## src/inc/bbs_defines.svh

```systemverilog
// constants for the branch and bit-set execution slice
// assumes inclusion by bare name from each design file
`ifndef BBS_DEFINES_SVH
`define BBS_DEFINES_SVH

// ************************************************
// instruction encodings
// ************************************************
`define BBS_OPC_NEG        8'he6
`define BBS_OPC_NOCARRY    8'he3
`define BBS_OPC_NOTNEG     8'he7
`define BBS_OPC_NOOVF      8'he5
`define BBS_OPC_NOTZERO    8'he1
`define BBS_OPC_ALWAYS     5'h1a
`define BBS_OPC_SETBIT     4'h8

// ************************************************
// field positions
// ************************************************
`define BBS_F_OPC8_HI      15
`define BBS_F_OPC8_LO      8
`define BBS_F_OPC5_LO      11
`define BBS_F_OPC4_LO      12
`define BBS_F_SHORT_HI     7
`define BBS_F_LONG_HI      10
`define BBS_F_BIT_HI       11
`define BBS_F_BIT_LO       9
`define BBS_F_ACCESS       8
`define BBS_F_REG_HI       7

// ************************************************
// widths, steps and addressing limits
// ************************************************
`define BBS_PC_W           21
`define BBS_DADDR_W        12
`define BBS_PC_STEP        21'h000002
`define BBS_PC_RST         21'h000000
`define BBS_INDEXED_MAX    8'h5f
`define BBS_ACCESS_SPLIT   8'h60
`define BBS_ACCESS_HI_PAGE 4'hf
`define BBS_LOW_PAGE       4'h0

// ************************************************
// register map
// ************************************************
`define BBS_REG_CTRL       8'h00
`define BBS_REG_BANK       8'h04
`define BBS_REG_STATUS     8'h08
`define BBS_REG_PC         8'h0c
`define BBS_CTRL_EXT_BIT   0
`define BBS_BANK_HI        3
`define BBS_CTRL_RST       1'h0
`define BBS_BANK_RST       4'h0
`define BBS_CNT_RST        8'h00
`define BBS_ZERO32         32'h00000000

`endif

```

## src/inc/bbs_pkg.sv

```systemverilog
// types shared by the branch and bit-set execution slice
// assumes nothing of its surroundings
`default_nettype none
package bbs_pkg;
  // quarter phases, gray along q1-q2-q3-q4
  typedef enum logic [1:0] {
    BBS_Q1 = 2'b00,
    BBS_Q2 = 2'b01,
    BBS_Q3 = 2'b11,
    BBS_Q4 = 2'b10
  } bbs_phase_e;

  // instruction classes handled here
  typedef enum logic [1:0] {
    BBS_OP_NOP   = 2'b00,
    BBS_OP_BCOND = 2'b01,
    BBS_OP_BRA   = 2'b11,
    BBS_OP_BSF   = 2'b10
  } bbs_op_e;
endpackage
`default_nettype wire

```

## src/rtl/bbs_addr_gen.sv

```systemverilog
// data memory address former for the bit-set operation
// assumes the caller registers the result; purely combinational
`timescale 1ns/1ps
`default_nettype none
`include "bbs_defines.svh"

module bbs_addr_gen (
  input  wire logic [7:0]               reg_in,        // register field of the instruction
  input  wire logic                     access_sel_in, // bank-access bit
  input  wire logic [`BBS_BANK_HI:0]    bank_in,       // bank select value
  input  wire logic                     ext_en_in,     // extended set enabled
  input  wire logic [`BBS_DADDR_W-1:0]  index_base_in, // base for indexed offset mode
  output logic      [`BBS_DADDR_W-1:0]  addr_out       // formed data address
);

  // ************************************************
  // address selection
  // ************************************************
  // one adder only: the indexed path is the sole arithmetic one
  always_comb begin
    addr_out = {`BBS_LOW_PAGE, reg_in};
    if (access_sel_in) begin
      addr_out = {bank_in, reg_in};
    end else if (ext_en_in && (reg_in <= `BBS_INDEXED_MAX)) begin
      addr_out = index_base_in + {`BBS_LOW_PAGE, reg_in};
    end else if (reg_in >= `BBS_ACCESS_SPLIT) begin
      addr_out = {`BBS_ACCESS_HI_PAGE, reg_in};
    end
  end

endmodule
`default_nettype wire

```

## src/rtl/bbs_exec.sv

```systemverilog
// branch and bit-set execution slice with quarter-phase sequencer and apb control
// assumes flags, instruction and data memory are on clk_in; read data one cycle after strobe
`timescale 1ns/1ps
`default_nettype none
`include "bbs_defines.svh"

module bbs_exec (
  input  wire logic                     clk_in,           // core clock 100 mhz
  input  wire logic                     rst_in,           // synchronous reset, high
  input  wire logic                     psel_in,          // apb select
  input  wire logic                     penable_in,       // apb enable
  input  wire logic                     pwrite_in,        // apb direction
  input  wire logic [7:0]               paddr_in,         // apb byte address
  input  wire logic [31:0]              pwdata_in,        // apb write data
  output logic      [31:0]              prdata_out,       // apb read data
  output logic                          pready_out,       // apb ready
  output logic                          pslverr_out,      // apb error, unmapped
  input  wire logic [15:0]              instr_in,         // fetched instruction word
  input  wire logic                     instr_valid_in,   // instruction word present
  input  wire logic                     neg_flag_in,      // negative flag
  input  wire logic                     carry_flag_in,    // carry flag
  input  wire logic                     ovf_flag_in,      // overflow flag
  input  wire logic                     zero_flag_in,     // zero flag
  input  wire logic [`BBS_DADDR_W-1:0]  index_base_in,    // indexed mode base pointer
  input  wire logic [7:0]               mem_rdata_in,     // data memory read data
  output logic      [`BBS_PC_W-1:0]     pc_out,           // program counter
  output logic                          fetch_req_out,    // waiting for an instruction
  output logic      [`BBS_DADDR_W-1:0]  mem_addr_out,     // data memory address
  output logic                          mem_rd_out,       // data memory read strobe
  output logic                          mem_wr_out,       // data memory write strobe
  output logic      [7:0]               mem_wdata_out,    // data memory write data
  output logic                          branch_taken_out, // branch taken this cycle
  output logic                          flush_out,        // flushed nop cycle running
  output logic      [1:0]               phase_out,        // current quarter phase
  output logic                          instr_done_out    // instruction retired pulse
);

  // ************************************************
  // decode helpers
  // ************************************************
  // instruction class from a raw word
  function automatic bbs_pkg::bbs_op_e decode_op(input logic [15:0] w);
    logic [7:0] o8;
    o8 = w[`BBS_F_OPC8_HI:`BBS_F_OPC8_LO];
    decode_op = bbs_pkg::BBS_OP_NOP;
    if (o8 == `BBS_OPC_NEG)     decode_op = bbs_pkg::BBS_OP_BCOND;
    if (o8 == `BBS_OPC_NOCARRY) decode_op = bbs_pkg::BBS_OP_BCOND;
    if (o8 == `BBS_OPC_NOTNEG)  decode_op = bbs_pkg::BBS_OP_BCOND;
    if (o8 == `BBS_OPC_NOOVF)   decode_op = bbs_pkg::BBS_OP_BCOND;
    if (o8 == `BBS_OPC_NOTZERO) decode_op = bbs_pkg::BBS_OP_BCOND;
    if (w[`BBS_F_OPC8_HI:`BBS_F_OPC5_LO] == `BBS_OPC_ALWAYS) decode_op = bbs_pkg::BBS_OP_BRA;
    if (w[`BBS_F_OPC8_HI:`BBS_F_OPC4_LO] == `BBS_OPC_SETBIT) decode_op = bbs_pkg::BBS_OP_BSF;
  endfunction

  // condition test for the conditional forms
  function automatic logic cond_met(input logic [7:0] o8, input logic n, input logic c,
                                    input logic v, input logic z);
    cond_met = 1'b0;
    case (o8)
      `BBS_OPC_NEG:     cond_met = n;
      `BBS_OPC_NOCARRY: cond_met = ~c;
      `BBS_OPC_NOTNEG:  cond_met = ~n;
      `BBS_OPC_NOOVF:   cond_met = ~v;
      `BBS_OPC_NOTZERO: cond_met = ~z;
      default:          cond_met = 1'b0;
    endcase
  endfunction

  // ************************************************
  // state
  // ************************************************
  bbs_pkg::bbs_phase_e         phase_q, phase_d;
  bbs_pkg::bbs_op_e            op_q, op_d;
  logic [15:0]                 ir_q, ir_d;
  logic [`BBS_PC_W-1:0]        pc_q, pc_d;
  logic [`BBS_PC_W-1:0]        off_q, off_d;
  logic [`BBS_PC_W-1:0]        target_q, target_d;
  logic                        taken_q, taken_d;
  logic                        flush_q, flush_d;
  logic                        fetch_q, fetch_d;
  logic                        done_q, done_d;
  logic [`BBS_DADDR_W-1:0]     maddr_q, maddr_d;
  logic                        mrd_q, mrd_d;
  logic                        mwr_q, mwr_d;
  logic [7:0]                  wdata_q, wdata_d;
  logic [7:0]                  tcnt_q, tcnt_d;
  logic                        ext_en_q, ext_en_d;
  logic [`BBS_BANK_HI:0]       bank_q, bank_d;
  logic [31:0]                 prdata_q, prdata_d;
  logic                        pready_q, pready_d;
  logic                        pslverr_q, pslverr_d;
  logic [`BBS_DADDR_W-1:0]     addr_w;
  logic [7:0]                  set_mask;

  // ************************************************
  // data address and bit mask
  // ************************************************
  // address is formed from the live word so it can be latched in q1
  bbs_addr_gen u_addr (
    .reg_in        (instr_in[`BBS_F_REG_HI:0]),
    .access_sel_in (instr_in[`BBS_F_ACCESS]),
    .bank_in       (bank_q),
    .ext_en_in     (ext_en_q),
    .index_base_in (index_base_in),
    .addr_out      (addr_w)
  );

  // one-hot mask from the bit index field
  genvar gi;
  generate
    for (gi = 0; gi < 8; gi = gi + 1) begin : g_mask
      assign set_mask[gi] = (ir_q[`BBS_F_BIT_HI:`BBS_F_BIT_LO] == 3'(gi));
    end
  endgenerate

  // ************************************************
  // quarter-phase sequencer
  // ************************************************
  // no flag is written by this block, flags are inputs only
  always_comb begin
    phase_d  = phase_q;
    op_d     = op_q;
    ir_d     = ir_q;
    pc_d     = pc_q;
    off_d    = off_q;
    target_d = target_q;
    taken_d  = taken_q;
    flush_d  = flush_q;
    fetch_d  = 1'b0;
    done_d   = 1'b0;
    maddr_d  = maddr_q;
    mrd_d    = 1'b0;
    mwr_d    = 1'b0;
    wdata_d  = wdata_q;
    tcnt_d   = tcnt_q;
    case (phase_q)
      bbs_pkg::BBS_Q1: begin
        if (flush_q) begin
          phase_d = bbs_pkg::BBS_Q2;
        end else if (instr_valid_in) begin
          ir_d    = instr_in;
          op_d    = decode_op(instr_in);
          taken_d = 1'b0;
          pc_d    = pc_q + `BBS_PC_STEP;
          phase_d = bbs_pkg::BBS_Q2;
          if (decode_op(instr_in) == bbs_pkg::BBS_OP_BSF) begin
            maddr_d = addr_w;
            mrd_d   = 1'b1;
          end
        end else begin
          fetch_d = 1'b1;
        end
      end
      bbs_pkg::BBS_Q2: begin
        if (op_q == bbs_pkg::BBS_OP_BRA) begin
          off_d = {{(`BBS_PC_W-12){ir_q[`BBS_F_LONG_HI]}}, ir_q[`BBS_F_LONG_HI:0], 1'b0};
        end else begin
          off_d = {{(`BBS_PC_W-9){ir_q[`BBS_F_SHORT_HI]}}, ir_q[`BBS_F_SHORT_HI:0], 1'b0};
        end
        phase_d = bbs_pkg::BBS_Q3;
      end
      bbs_pkg::BBS_Q3: begin
        if (!flush_q) begin
          target_d = pc_q + off_q;
          if (op_q == bbs_pkg::BBS_OP_BRA) taken_d = 1'b1;
          if (op_q == bbs_pkg::BBS_OP_BCOND) begin
            taken_d = cond_met(ir_q[`BBS_F_OPC8_HI:`BBS_F_OPC8_LO], neg_flag_in, carry_flag_in,
                               ovf_flag_in, zero_flag_in);
          end
          if (op_q == bbs_pkg::BBS_OP_BSF) begin
            wdata_d = mem_rdata_in | set_mask;
            mwr_d   = 1'b1;
          end
        end
        phase_d = bbs_pkg::BBS_Q4;
      end
      bbs_pkg::BBS_Q4: begin
        phase_d = bbs_pkg::BBS_Q1;
        if (flush_q) begin
          // second cycle of a taken branch ends
          flush_d = 1'b0;
          done_d  = 1'b1;
          fetch_d = 1'b1;
        end else if (taken_q) begin
          // write pc in q4, then flush
          pc_d    = target_q;
          flush_d = 1'b1;
          tcnt_d  = tcnt_q + 8'h01;
        end else begin
          done_d  = 1'b1;
          fetch_d = 1'b1;
        end
        taken_d = 1'b0;
      end
      default: begin
        phase_d = bbs_pkg::BBS_Q1;
      end
    endcase
  end

  // register the sequencer state
  always_ff @(posedge clk_in) begin
    if (rst_in) begin
      phase_q  <= bbs_pkg::BBS_Q1;
      op_q     <= bbs_pkg::BBS_OP_NOP;
      ir_q     <= 16'h0000;
      pc_q     <= `BBS_PC_RST;
      off_q    <= `BBS_PC_RST;
      target_q <= `BBS_PC_RST;
      taken_q  <= 1'b0;
      flush_q  <= 1'b0;
      fetch_q  <= 1'b1;
      done_q   <= 1'b0;
      maddr_q  <= {`BBS_DADDR_W{1'b0}};
      mrd_q    <= 1'b0;
      mwr_q    <= 1'b0;
      wdata_q  <= 8'h00;
      tcnt_q   <= `BBS_CNT_RST;
    end else begin
      phase_q  <= phase_d;
      op_q     <= op_d;
      ir_q     <= ir_d;
      pc_q     <= pc_d;
      off_q    <= off_d;
      target_q <= target_d;
      taken_q  <= taken_d;
      flush_q  <= flush_d;
      fetch_q  <= fetch_d;
      done_q   <= done_d;
      maddr_q  <= maddr_d;
      mrd_q    <= mrd_d;
      mwr_q    <= mwr_d;
      wdata_q  <= wdata_d;
      tcnt_q   <= tcnt_d;
    end
  end

  // ************************************************
  // apb register slave
  // ************************************************
  // one wait state: ready is registered, writes land on the completing edge
  always_comb begin
    ext_en_d  = ext_en_q;
    bank_d    = bank_q;
    prdata_d  = prdata_q;
    pslverr_d = 1'b0;
    pready_d  = psel_in & penable_in & ~pready_q;
    if (pready_d) begin
      prdata_d  = `BBS_ZERO32;
      pslverr_d = 1'b0;
      case (paddr_in)
        `BBS_REG_CTRL:   prdata_d[`BBS_CTRL_EXT_BIT] = ext_en_q;
        `BBS_REG_BANK:   prdata_d[`BBS_BANK_HI:0] = bank_q;
        `BBS_REG_STATUS: prdata_d[15:0] = {tcnt_q, 2'b00, phase_q, flush_q, taken_q, fetch_q, done_q};
        `BBS_REG_PC:     prdata_d[`BBS_PC_W-1:0] = pc_q;
        default:         pslverr_d = 1'b1;
      endcase
    end
    if (psel_in && penable_in && pready_q && pwrite_in) begin
      if (paddr_in == `BBS_REG_CTRL) ext_en_d = pwdata_in[`BBS_CTRL_EXT_BIT];
      if (paddr_in == `BBS_REG_BANK) bank_d = pwdata_in[`BBS_BANK_HI:0];
    end
  end

  // register the bus state
  always_ff @(posedge clk_in) begin
    if (rst_in) begin
      ext_en_q  <= `BBS_CTRL_RST;
      bank_q    <= `BBS_BANK_RST;
      prdata_q  <= `BBS_ZERO32;
      pready_q  <= 1'b0;
      pslverr_q <= 1'b0;
    end else begin
      ext_en_q  <= ext_en_d;
      bank_q    <= bank_d;
      prdata_q  <= prdata_d;
      pready_q  <= pready_d;
      pslverr_q <= pslverr_d;
    end
  end

  // ************************************************
  // outputs
  // ************************************************
  assign prdata_out       = prdata_q;
  assign pready_out       = pready_q;
  assign pslverr_out      = pslverr_q;
  assign pc_out           = pc_q;
  assign fetch_req_out    = fetch_q;
  assign mem_addr_out     = maddr_q;
  assign mem_rd_out       = mrd_q;
  assign mem_wr_out       = mwr_q;
  assign mem_wdata_out    = wdata_q;
  assign branch_taken_out = taken_q;
  assign flush_out        = flush_q;
  assign phase_out        = phase_q;
  assign instr_done_out   = done_q;

endmodule
`default_nettype wire

```

## config.mk

```make
export PLATFORM = sky130hd
export DESIGN_NAME = bbs_exec
export DESIGN_NICKNAME = d
export VERILOG_FILES = /design/src/inc/bbs_pkg.sv /design/src/rtl/bbs_addr_gen.sv /design/src/rtl/bbs_exec.sv
export VERILOG_INCLUDE_DIRS = /design/src /design/src/inc
export SDC_FILE = /design/constraint.sdc
export NUM_CORES = 1
export LEC_CHECK = 0
export BUFFER_PORTS_ARGS = -buffer_cell sky130_fd_sc_hd__buf_4
export CORE_ASPECT_RATIO = 1.1
export CORE_MARGIN = 5
export CORE_UTILIZATION = 35
export DETAILED_ROUTE_END_ITERATION = 8
export GPL_ROUTABILITY_DRIVEN = 0
export PLACE_DENSITY = 0.62
export SLEW_MARGIN = 5
export SYNTH_ARGS = -nofsm -noshare
export SYNTH_HDL_FRONTEND = slang
export SYNTH_SLANG_ARGS = --single-unit
```

## constraint.sdc

```tcl
create_clock -name clk_in -period 2.8 [get_ports clk_in]
set_input_delay 0.84 -clock clk_in [delete_from_list [all_inputs] [get_ports clk_in]]
set_output_delay 0.84 -clock clk_in [all_outputs]
set_load 0.02 [all_outputs]
```

# Word-level counts from Yosys, hierarchy flattened
# Index checks and enable logic that the tools add are counted.
totals:
  wordCells: 142
  regBits: 145
  inputBits: 86
op_classes:
  bitwise: 14
  n_reduce_logical: 23
  order_cmp: 2
  n_eq_ne: 36
  addsub: 4
  muxes: 43
op_table:
  columns: ["operator", "count"]
  rows:
  - ["21-bit two-way mux", 5]
  - ["8-bit == test, second input constant", 10]
  - ["21-bit case mux with 2 select lines", 1]
  - ["12-bit two-way mux", 3]
  - ["12-bit case mux with 2 select lines", 1]
  - ["21-bit by 2-bit adder with 21-bit output, second input constant", 1]
  - ["21-bit adder", 1]
  - ["2-bit two-way mux", 10]
  - ["8-bit by 4-bit == test with 1-bit output, second input constant", 2]
  - ["1-bit two-way mux", 16]
  - ["12-bit by 8-bit adder with 12-bit output", 1]
  - ["3-bit == test, second input constant", 4]
  - ["1-bit inverter", 11]
  - ["2-bit == test, second input constant", 5]
  - ["2-bit inequality test, second input constant", 5]
  - ["5-bit AND reduction", 2]
  - ["3-bit case mux with 3 select lines", 1]
  - ["3-bit AND reduction", 3]
  - ["8-bit by 1-bit adder with 8-bit output, second input constant", 1]
  - ["8-bit by 3-bit == test with 1-bit output, second input constant", 1]
  - ["8-bit by 7-bit greater-or-equal comparator with 1-bit output, second input constant", 1]
  - ["8-bit by 7-bit less-or-equal comparator with 1-bit output, second input constant", 1]
  - ["8-bit logical NOT", 1]
  - ["8-bit bitwise OR", 1]
  - ["23 further kinds", 34]

# Longest topological paths before layout
# Gate-level depths: netlist (run 1).
depth:
  depth_word: 13
  depth_mapped: 9

# Modules after synthesis
# From an unflattened synthesis (run 1), not the netlist that was laid out.
hier_totals:
  cells_unflattened: 929
  hier_area_um2: 7363.3
by_module_without_submodules:
  columns: ["mod", "cells_each", "instances", "area_each_um2"]
  rows:
  - ["bbs_exec", 835, 1, 6710.2]
  - ["bbs_addr_gen", 94, 1, 653.1]

# Worst setup path after synthesis (run 1)
# OpenSTA, ideal clock, no wires.
synth_path:
  kind: "input to register"
  startpoint: "input port instr_in[0]"
  endpoint: "register maddr_q[10] (netlist: mem_addr_out[10])"
  cell_stages: 9
  setup_slack_ns: 0.290
  n_path_buf: 0
  arrival_time_ns: 2.394
  path_cell_list: "ha_1 inv_1 fa_1 nor2b_1 o2111ai_1 a31oi_1 nand3_1 xnor2_1 a41o_1"
synth_between:
  elab_chain_cells: 4
synth_rtl:
  columns: ["element", "line", "source"]
  rows:
  - ["start: declaration", "bbs_exec.sv:18", "input wire logic [15:0] instr_in,"]
  - ["8-bit by 7-bit greater-or-equal comparator with 1-bit output (no source line) / 8-bit by 7-bit less-or-equal comparator with 1-bit output (equally long branches)", null, null]
  - ["12-bit two-way mux / 1-bit logical AND (equally long branches)", "bbs_addr_gen.sv:26, bbs_addr_gen.sv:24", null]
  - ["12-bit two-way mux *", "bbs_addr_gen.sv:24", "end else if (ext_en_in && (reg_in <= `BBS_INDEXED_MAX)) begin"]
  - ["12-bit two-way mux *", "bbs_addr_gen.sv:22", "if (access_sel_in) begin"]
  - ["end signal: assignment", "bbs_exec.sv:214", "maddr_q <= {`BBS_DADDR_W{1'b0}};"]
  - ["end signal: assignment", "bbs_exec.sv:230", "maddr_q <= maddr_d;"]
  - ["end: declaration", "bbs_exec.sv:82", "logic [`BBS_DADDR_W-1:0] maddr_q, maddr_d;"]
# Mark *: on every way between the ends. The rest lies on a longest branch, timed or not.
# A chain may end at the register's enable or synchronous reset.

# Final worst setup path (run 1)
layout_path:
  startpoint: "register pc_q[1] (netlist: pc_out[1])"
  endpoint: "register target_q[17]"
layout_between:
  elab_chain_cells: 1
layout_rtl:
  columns: ["element", "line", "source"]
  rows:
  - ["start: declaration", "bbs_exec.sv:75", "logic [`BBS_PC_W-1:0] pc_q, pc_d;"]
  - ["start signal: assignment", "bbs_exec.sv:207", "pc_q <= `BBS_PC_RST;"]
  - ["start signal: assignment", "bbs_exec.sv:223", "pc_q <= pc_d;"]
  - ["21-bit adder", "bbs_exec.sv:164", "target_d = pc_q + off_q;"]
  - ["end signal: assignment", "bbs_exec.sv:209", "target_q <= `BBS_PC_RST;"]
  - ["end signal: assignment", "bbs_exec.sv:225", "target_q <= target_d;"]
  - ["end: declaration", "bbs_exec.sv:77", "logic [`BBS_PC_W-1:0] target_q, target_d;"]
# No other way between the ends.

==> results_dict.tcl, run 1 <==
set metrics [dict create \
    cap_viol_max_count 0 \
    hold_slack_ps 449.4 \
    routed_via_density 5.358 \
    synth_compound_area_frac 0.2319 \
    row_count 55 \
    ys.flop_type "dfxtp_1" \
    grt_max_degree 64 \
    finish.cell_count_without_fillers 1329 \
    cts_tree "done" \
    initial_core_util 0.3570 \
    cts_max_path_buffers 2 \
    synth_xor_xnor_area_share 0.02614 \
    fmax_mhz 413.8 \
    die_area_um2 24060 \
    dpl.cell_count 1297 \
    p_leak_nw 3.761 \
    antenna_found_initial 0 \
    async_flop_share 0 \
    grt_pass1_wl_um 34800 \
    drt_iter0_drc 388 \
    met1_usage 0.2196 \
    yosys-top-cells-count "dfxtp_1, nand2_1, a21oi_1, nor2_1, clkbuf_1" \
    root_buffer "clkbuf_16" \
    htreeDepth 4 \
    die_y_um 162.2 \
    synth_cells 932 \
    post_cts_buffers 0 \
    synth.area.top_cells "dfxtp_1, a21oi_1, nand2_1" \
    drv_slew 0 \
    yosysWarnings 0 \
    slew_headroom 0.4735 \
    gr-usage-all-layers 0.1772 \
    hpwl_um 16220 \
    cts-resized-gates 0 \
    port_buffers 129 \
    wire_per_inst_um 16.47 \
    path_clk_slew_ps 50 \
    synth_simple_gate_area_share 0.2417 \
    arrival_ps 2760 \
    outcome "complete, no violations" \
    synth_cell_types 67 \
    hold_viol_final 0 \
    ioPinCount 169 \
    drive_gt1_frac 0.2013 \
    clkLatencyLatePin_ps 420 \
    end_kind "flip-flop" \
    critPathKind "flip-flop to flip-flop" \
    synth_area_per_cell_um2 7.909 \
    grt_pass1_vias 6843 \
    cts_hold_buf 0 \
    worstPathRequired_ps 3150 \
    yosysMostFrequentCell "dfxtp_1" \
    drc_errors 0 \
    worst-path-max-fanout 4 \
    synth.cell_area_um2 7371 \
    rsz0062_at_grt "false" \
    p_per_area_nw_per_um2 503.3 \
    dp_slack_ps 8.221 \
    wirelength_um 21900 \
    antenna_cells 0 \
    fin_crit_sh 0.8630 \
    cts_buffers 17 \
    areaGrowthSynthToFinish_pct 25.67 \
    synth_top_family_by_area "simple AND/OR/NAND/NOR gates" \
    die_w_um 148.4 \
    synth_edf_count 0 \
    synth_seq_cells 135 \
    synth_mux_area_frac 0.02241 \
    worst_pin_slew_ps 786.2 \
    coreArea_um2 20640 \
    finalSetupViolations 0 \
    grt_util_met2 0.3107 \
    postRouteAntennaNets 0 \
    yosys.area_share.adder 0.05466 \
    post-route-min-period_ps 2416 \
    finalNetCount 1177 \
    skew_ps 11.26 \
    final.setup.tns_ps 0 \
    seq_area_frac_synth 0.3667 \
    setup_slack_ps 383.5 \
    peakVddDrop_v 0.0004312 \
    synth_top_cell_area_share 0.3667 \
    use_met3 0.04157 \
    vias 7121 \
    fin_util 0.4487 \
    yosys.area.top_type "dfxtp_1" \
    hp-class "flip-flop to flip-flop" \
    dr.pass1.iters 6 \
    cp-start-kind "flip-flop" \
    grt_most_used_layer "met2" \
    clkSinkCount 135 \
    grt-ovfl-total 0 \
]
==> flip-flops by register name (all words and copies together) (netlist names) <==
register          cells
bank_q                4
mem_wdata_out         8
mem_addr_out         12
mem_wr_out            1
phase_out             2
prdata_out           21
op_q                  2
off_q                11
mem_rd_out            1
ext_en_q              1
pready_out            1
flush_out             1
target_q             21
pc_out               21
ir_q                 16
pslverr_out           1
fetch_req_out         1
branch_taken_out      1
instr_done_out        1
tcnt_q                8
==> worst max-delay path, cell delays in order, from the launching register on <==
cell and delay (ps):
dfxtp_1 340, ha_1 210, inv_1 70, fa_1 380
nor2b_1 260, o21a_1 230, a41o_1 260, a221oi_1 110
or4_1 410, nand3_1 90
==> area by class of cell <==
type                            instances  area (µm²)
Timing Repair Buffer                  172        1316
Tap cell                              256       320.3
Clock inverter                          7       45.04
Multi-Input combinational cell        712        4300
Inverter                               22       82.58
Clock buffer                           25       495.5
Fill cell                            2115       11380
Sequential cell                       135        2703
==> placed cells by master, fill, tap and decap left out, drive strengths merged, types with 8 or more instances in the layout <==
master and n:
nand3 27, a211oi 30, a31oi 14, nor3 40, xnor2 10, mux2i 12, nor2 92, buf 172
and3 9, a21oi 101, nor2b 14, xor2 12, nor3b 8, dfxtp 135, nand2 119, a311oi 12
ha 29, inv 22, conb 11, o21ai 40, a221oi 11, nand4 10, clkbuf 25
==> cell families (layout without fill, tap and decap cells) <==
group / Yosys count / after routing
other cells: 1 / 11
simple gates: 367 / 367
buf+inv: 95 / 226
flops: 135 / 135
compound gates: 266 / 266
fa+ha+maj: 31 / 31
mux: 15 / 15
xor+xnor: 22 / 22
==> power breakdown <==
part	leakage (nW)	switching [mW]	internal (mW)
registers	1.09	0.0448	1.97
clock network	0.267	0.824	1.22
logic	2.40	0.357	0.244
==> through the flow <==
step	power (mW)	cell area [µm²]
2_1_floorplan	2.427	7408
3_3_place_gp	2.649	8722
3_5_place_dp	2.655	8722
4_1_cts	4.698	9263
5_1_grt	4.855	9263
6_report	4.662	9263
==> final timing paths <==
kind	startpoint	to	slack [ps]	cells past startpoint
min	target_q[12]$_SDFFE_PP0P_	target_q[12]$_SDFFE_PP0P_	450	2
min reg2reg	target_q[12]$_SDFFE_PP0P_	target_q[12]$_SDFFE_PP0P_	450	2
max	pc_out[1]$_SDFFE_PP0P_	target_q[17]$_SDFFE_PP0P_	380	9
max reg2reg	pc_out[1]$_SDFFE_PP0P_	target_q[17]$_SDFFE_PP0P_	380	9
==> routing by layer <==
metal	wire length, µm	vias to the layer above	part of all wire
met3	1153	22	0.053
met2	10750	189	0.49
met5	0	-	0
met4	350	0	0.016
li1	-	3610	-
met1	9644	3300	0.44
Note: power is estimated with default switching activity, not from simulation.
==> inputs of run 2 (changes only) <==
--- a/config.mk
+++ b/config.mk
@@ -8,7 +8,6 @@
 export LEC_CHECK = 0
 export BUFFER_PORTS_ARGS = -buffer_cell sky130_fd_sc_hd__buf_4
 export CORE_ASPECT_RATIO = 1.1
-export CORE_MARGIN = 5
 export CORE_UTILIZATION = 35
 export DETAILED_ROUTE_END_ITERATION = 8
 export GPL_ROUTABILITY_DRIVEN = 0
==> run 2 against run 1 <==
Hold slack got worse by 3.9 ps. Power grew 1.2%. First-iteration DRC count shrank 1.5%. Critical endpoint is now target_q[15]$_SDFFE_PP0P_. Fmax is 0.83% lower. Clock power is 3% higher. Global-route usage rose by 2.0 points. Register-to-register slack got worse by 20 ps. Largest power group unchanged.
==> results_dict.tcl, run 2 (same netlist as run 1, synthesis figures left out) <==
set metrics [dict create \
    finalNetCount 1176 \
    clkLatencyLatePin_ps 420 \
    multi_input_area_um2 4300 \
    grt-ovfl-total 0 \
    htreeDepth 4 \
    p_leak_nw 3.746 \
    cts_tree "done" \
    die_w_um 140.4 \
    final_common_cell "buf_4" \
    port_buffers 129 \
    stdcell_area_um2 9244 \
    row_count 55 \
    grt_pass1_vias 6651 \
    cts_max_path_buffers 2 \
    worst-path-max-fanout 7 \
    grt_max_degree 55 \
    slew_headroom 0.4957 \
    skew_ps 7.571 \
    rsz0062_at_grt "false" \
    end_kind "flip-flop" \
    clkSinkCount 135 \
    drc_errors 0 \
    p_per_area_nw_per_um2 510.5 \
    antenna_cells 0 \
    antenna_found_initial 0 \
    r2r_slack_ps 360 \
    nFillCells 2072 \
    regArea_um2 2703 \
    post_cts_buffers 0 \
    p_total_mw 4.719 \
    postRouteAntennaNets 0 \
    critPathKind "flip-flop to flip-flop" \
    final_cell_mix "buf_4, dfxtp_1, nand2_1" \
    grt_pass1_wl_um 33840 \
    fin_crit_sh 0.8702 \
    arrival_ps 2750 \
    areaGrowthSynthToFinish_pct 25.41 \
    initial_core_util 0.3582 \
    hp-class "flip-flop to flip-flop" \
    root_buffer "clkbuf_16" \
    dr.pass1.iters 5 \
    worstPathRequired_ps 3120 \
    cts_hold_buf 0 \
    hold_viol_final 0 \
    drv_slew 0 \
    finalSetupViolations 0 \
    wirelength_um 21230 \
    finish.cell_count_without_fillers 1327 \
    place_area_um2 8702 \
    path_clk_slew_ps 60 \
    worst_pin_slew_ps 754.9 \
    drive_gt1_frac 0.1998 \
    peakVddDrop_v 0.0003937 \
    cp-start-kind "flip-flop" \
    outcome "complete, no violations" \
    die_y_um 154.2 \
    cts-resized-gates 0 \
    post-route-min-period_ps 2437 \
    wire_per_inst_um 16.00 \
    dpl.cell_count 1296 \
    cts_buffers 17 \
    coreArea_um2 20580 \
    final.setup.tns_ps 0 \
    ioPinCount 169 \
    routed_via_density 5.430 \
    gr-usage-all-layers 0.1968 \
    fmax_mhz 410.4 \
    die_area_um2 21640 \
    cap_viol_max_count 0 \
    hpwl_um 15640 \
    vias 7205 \
    drt_iter0_drc 382 \
]
[run 2: cell types whose count changed in the layout (fill, tap and decap cells not counted), sizes merged]
cell / change
clkbuf: -2
clkinv: -2
buf: -1
bufinv: +1
clkinvlp: +1
inv: +1
[run 2: critical path, cell delays in order, from the launching register on]
cell	delay [ps]
dfxtp_1	530
ha_1	370
and4_1	230
o2111a_1	140
a311o_1	420
a21boi_0	320
nor4_1	90
a211o_1	230
[run 2: layer usage]
metal  routed length, µm  vias up  global-route usage
li1                    -     3617                   -
met1                9414     3369              0.2354
met2               10320      181              0.3393
met3                1043       38             0.04954
met4                 457        0             0.07274
met5                   0        -                   0
[run 2: worst paths after layout]
kind	startpoint	endpoint	cells after the start
worst min register to register	ir_q[5]$_SDFFE_PP0P_	off_q[6]$_SDFFE_PP0P_	2
worst max-delay path	pc_out[9]$_SDFFE_PP0P_	target_q[15]$_SDFFE_PP0P_	7
worst max register to register	pc_out[9]$_SDFFE_PP0P_	target_q[15]$_SDFFE_PP0P_	7
worst min-delay path	ir_q[5]$_SDFFE_PP0P_	off_q[6]$_SDFFE_PP0P_	2
[run 2: area by class of cell]
type                            count  area share
Multi-Input combinational cell    712      0.4652
Sequential cell                   135      0.2924
Clock inverter                      8    0.007986
Tap cell                          256     0.03465
Inverter                           22    0.008933
Timing Repair Buffer              171      0.1402
Clock buffer                       23     0.05062
[run 2: metrics by stage]
step | setup WS, ps | util | hold slack [ps]
CTS | 403.1 | 0.4493 | 448.3
detailed placement | -19.22 | 0.4229 | 441.9
global placement | 17.34 | 0.4229 | 438.1
finish | 363.4 | 0.4493 | 445.5
floorplan | 289.9 | - | 428.7
global route | 225.8 | 0.4493 | 463.8
[run 2: power breakdown]
part | internal (mW) | total (mW) | switching (mW) | leakage [nW]
Clock | 1.26 | 2.11 | 0.851 | 0.263
Combinational | 0.242 | 0.593 | 0.350 | 2.39
Sequential | 1.97 | 2.02 | 0.0464 | 1.09
Total | 3.47 | 4.72 | 1.25 | 3.75
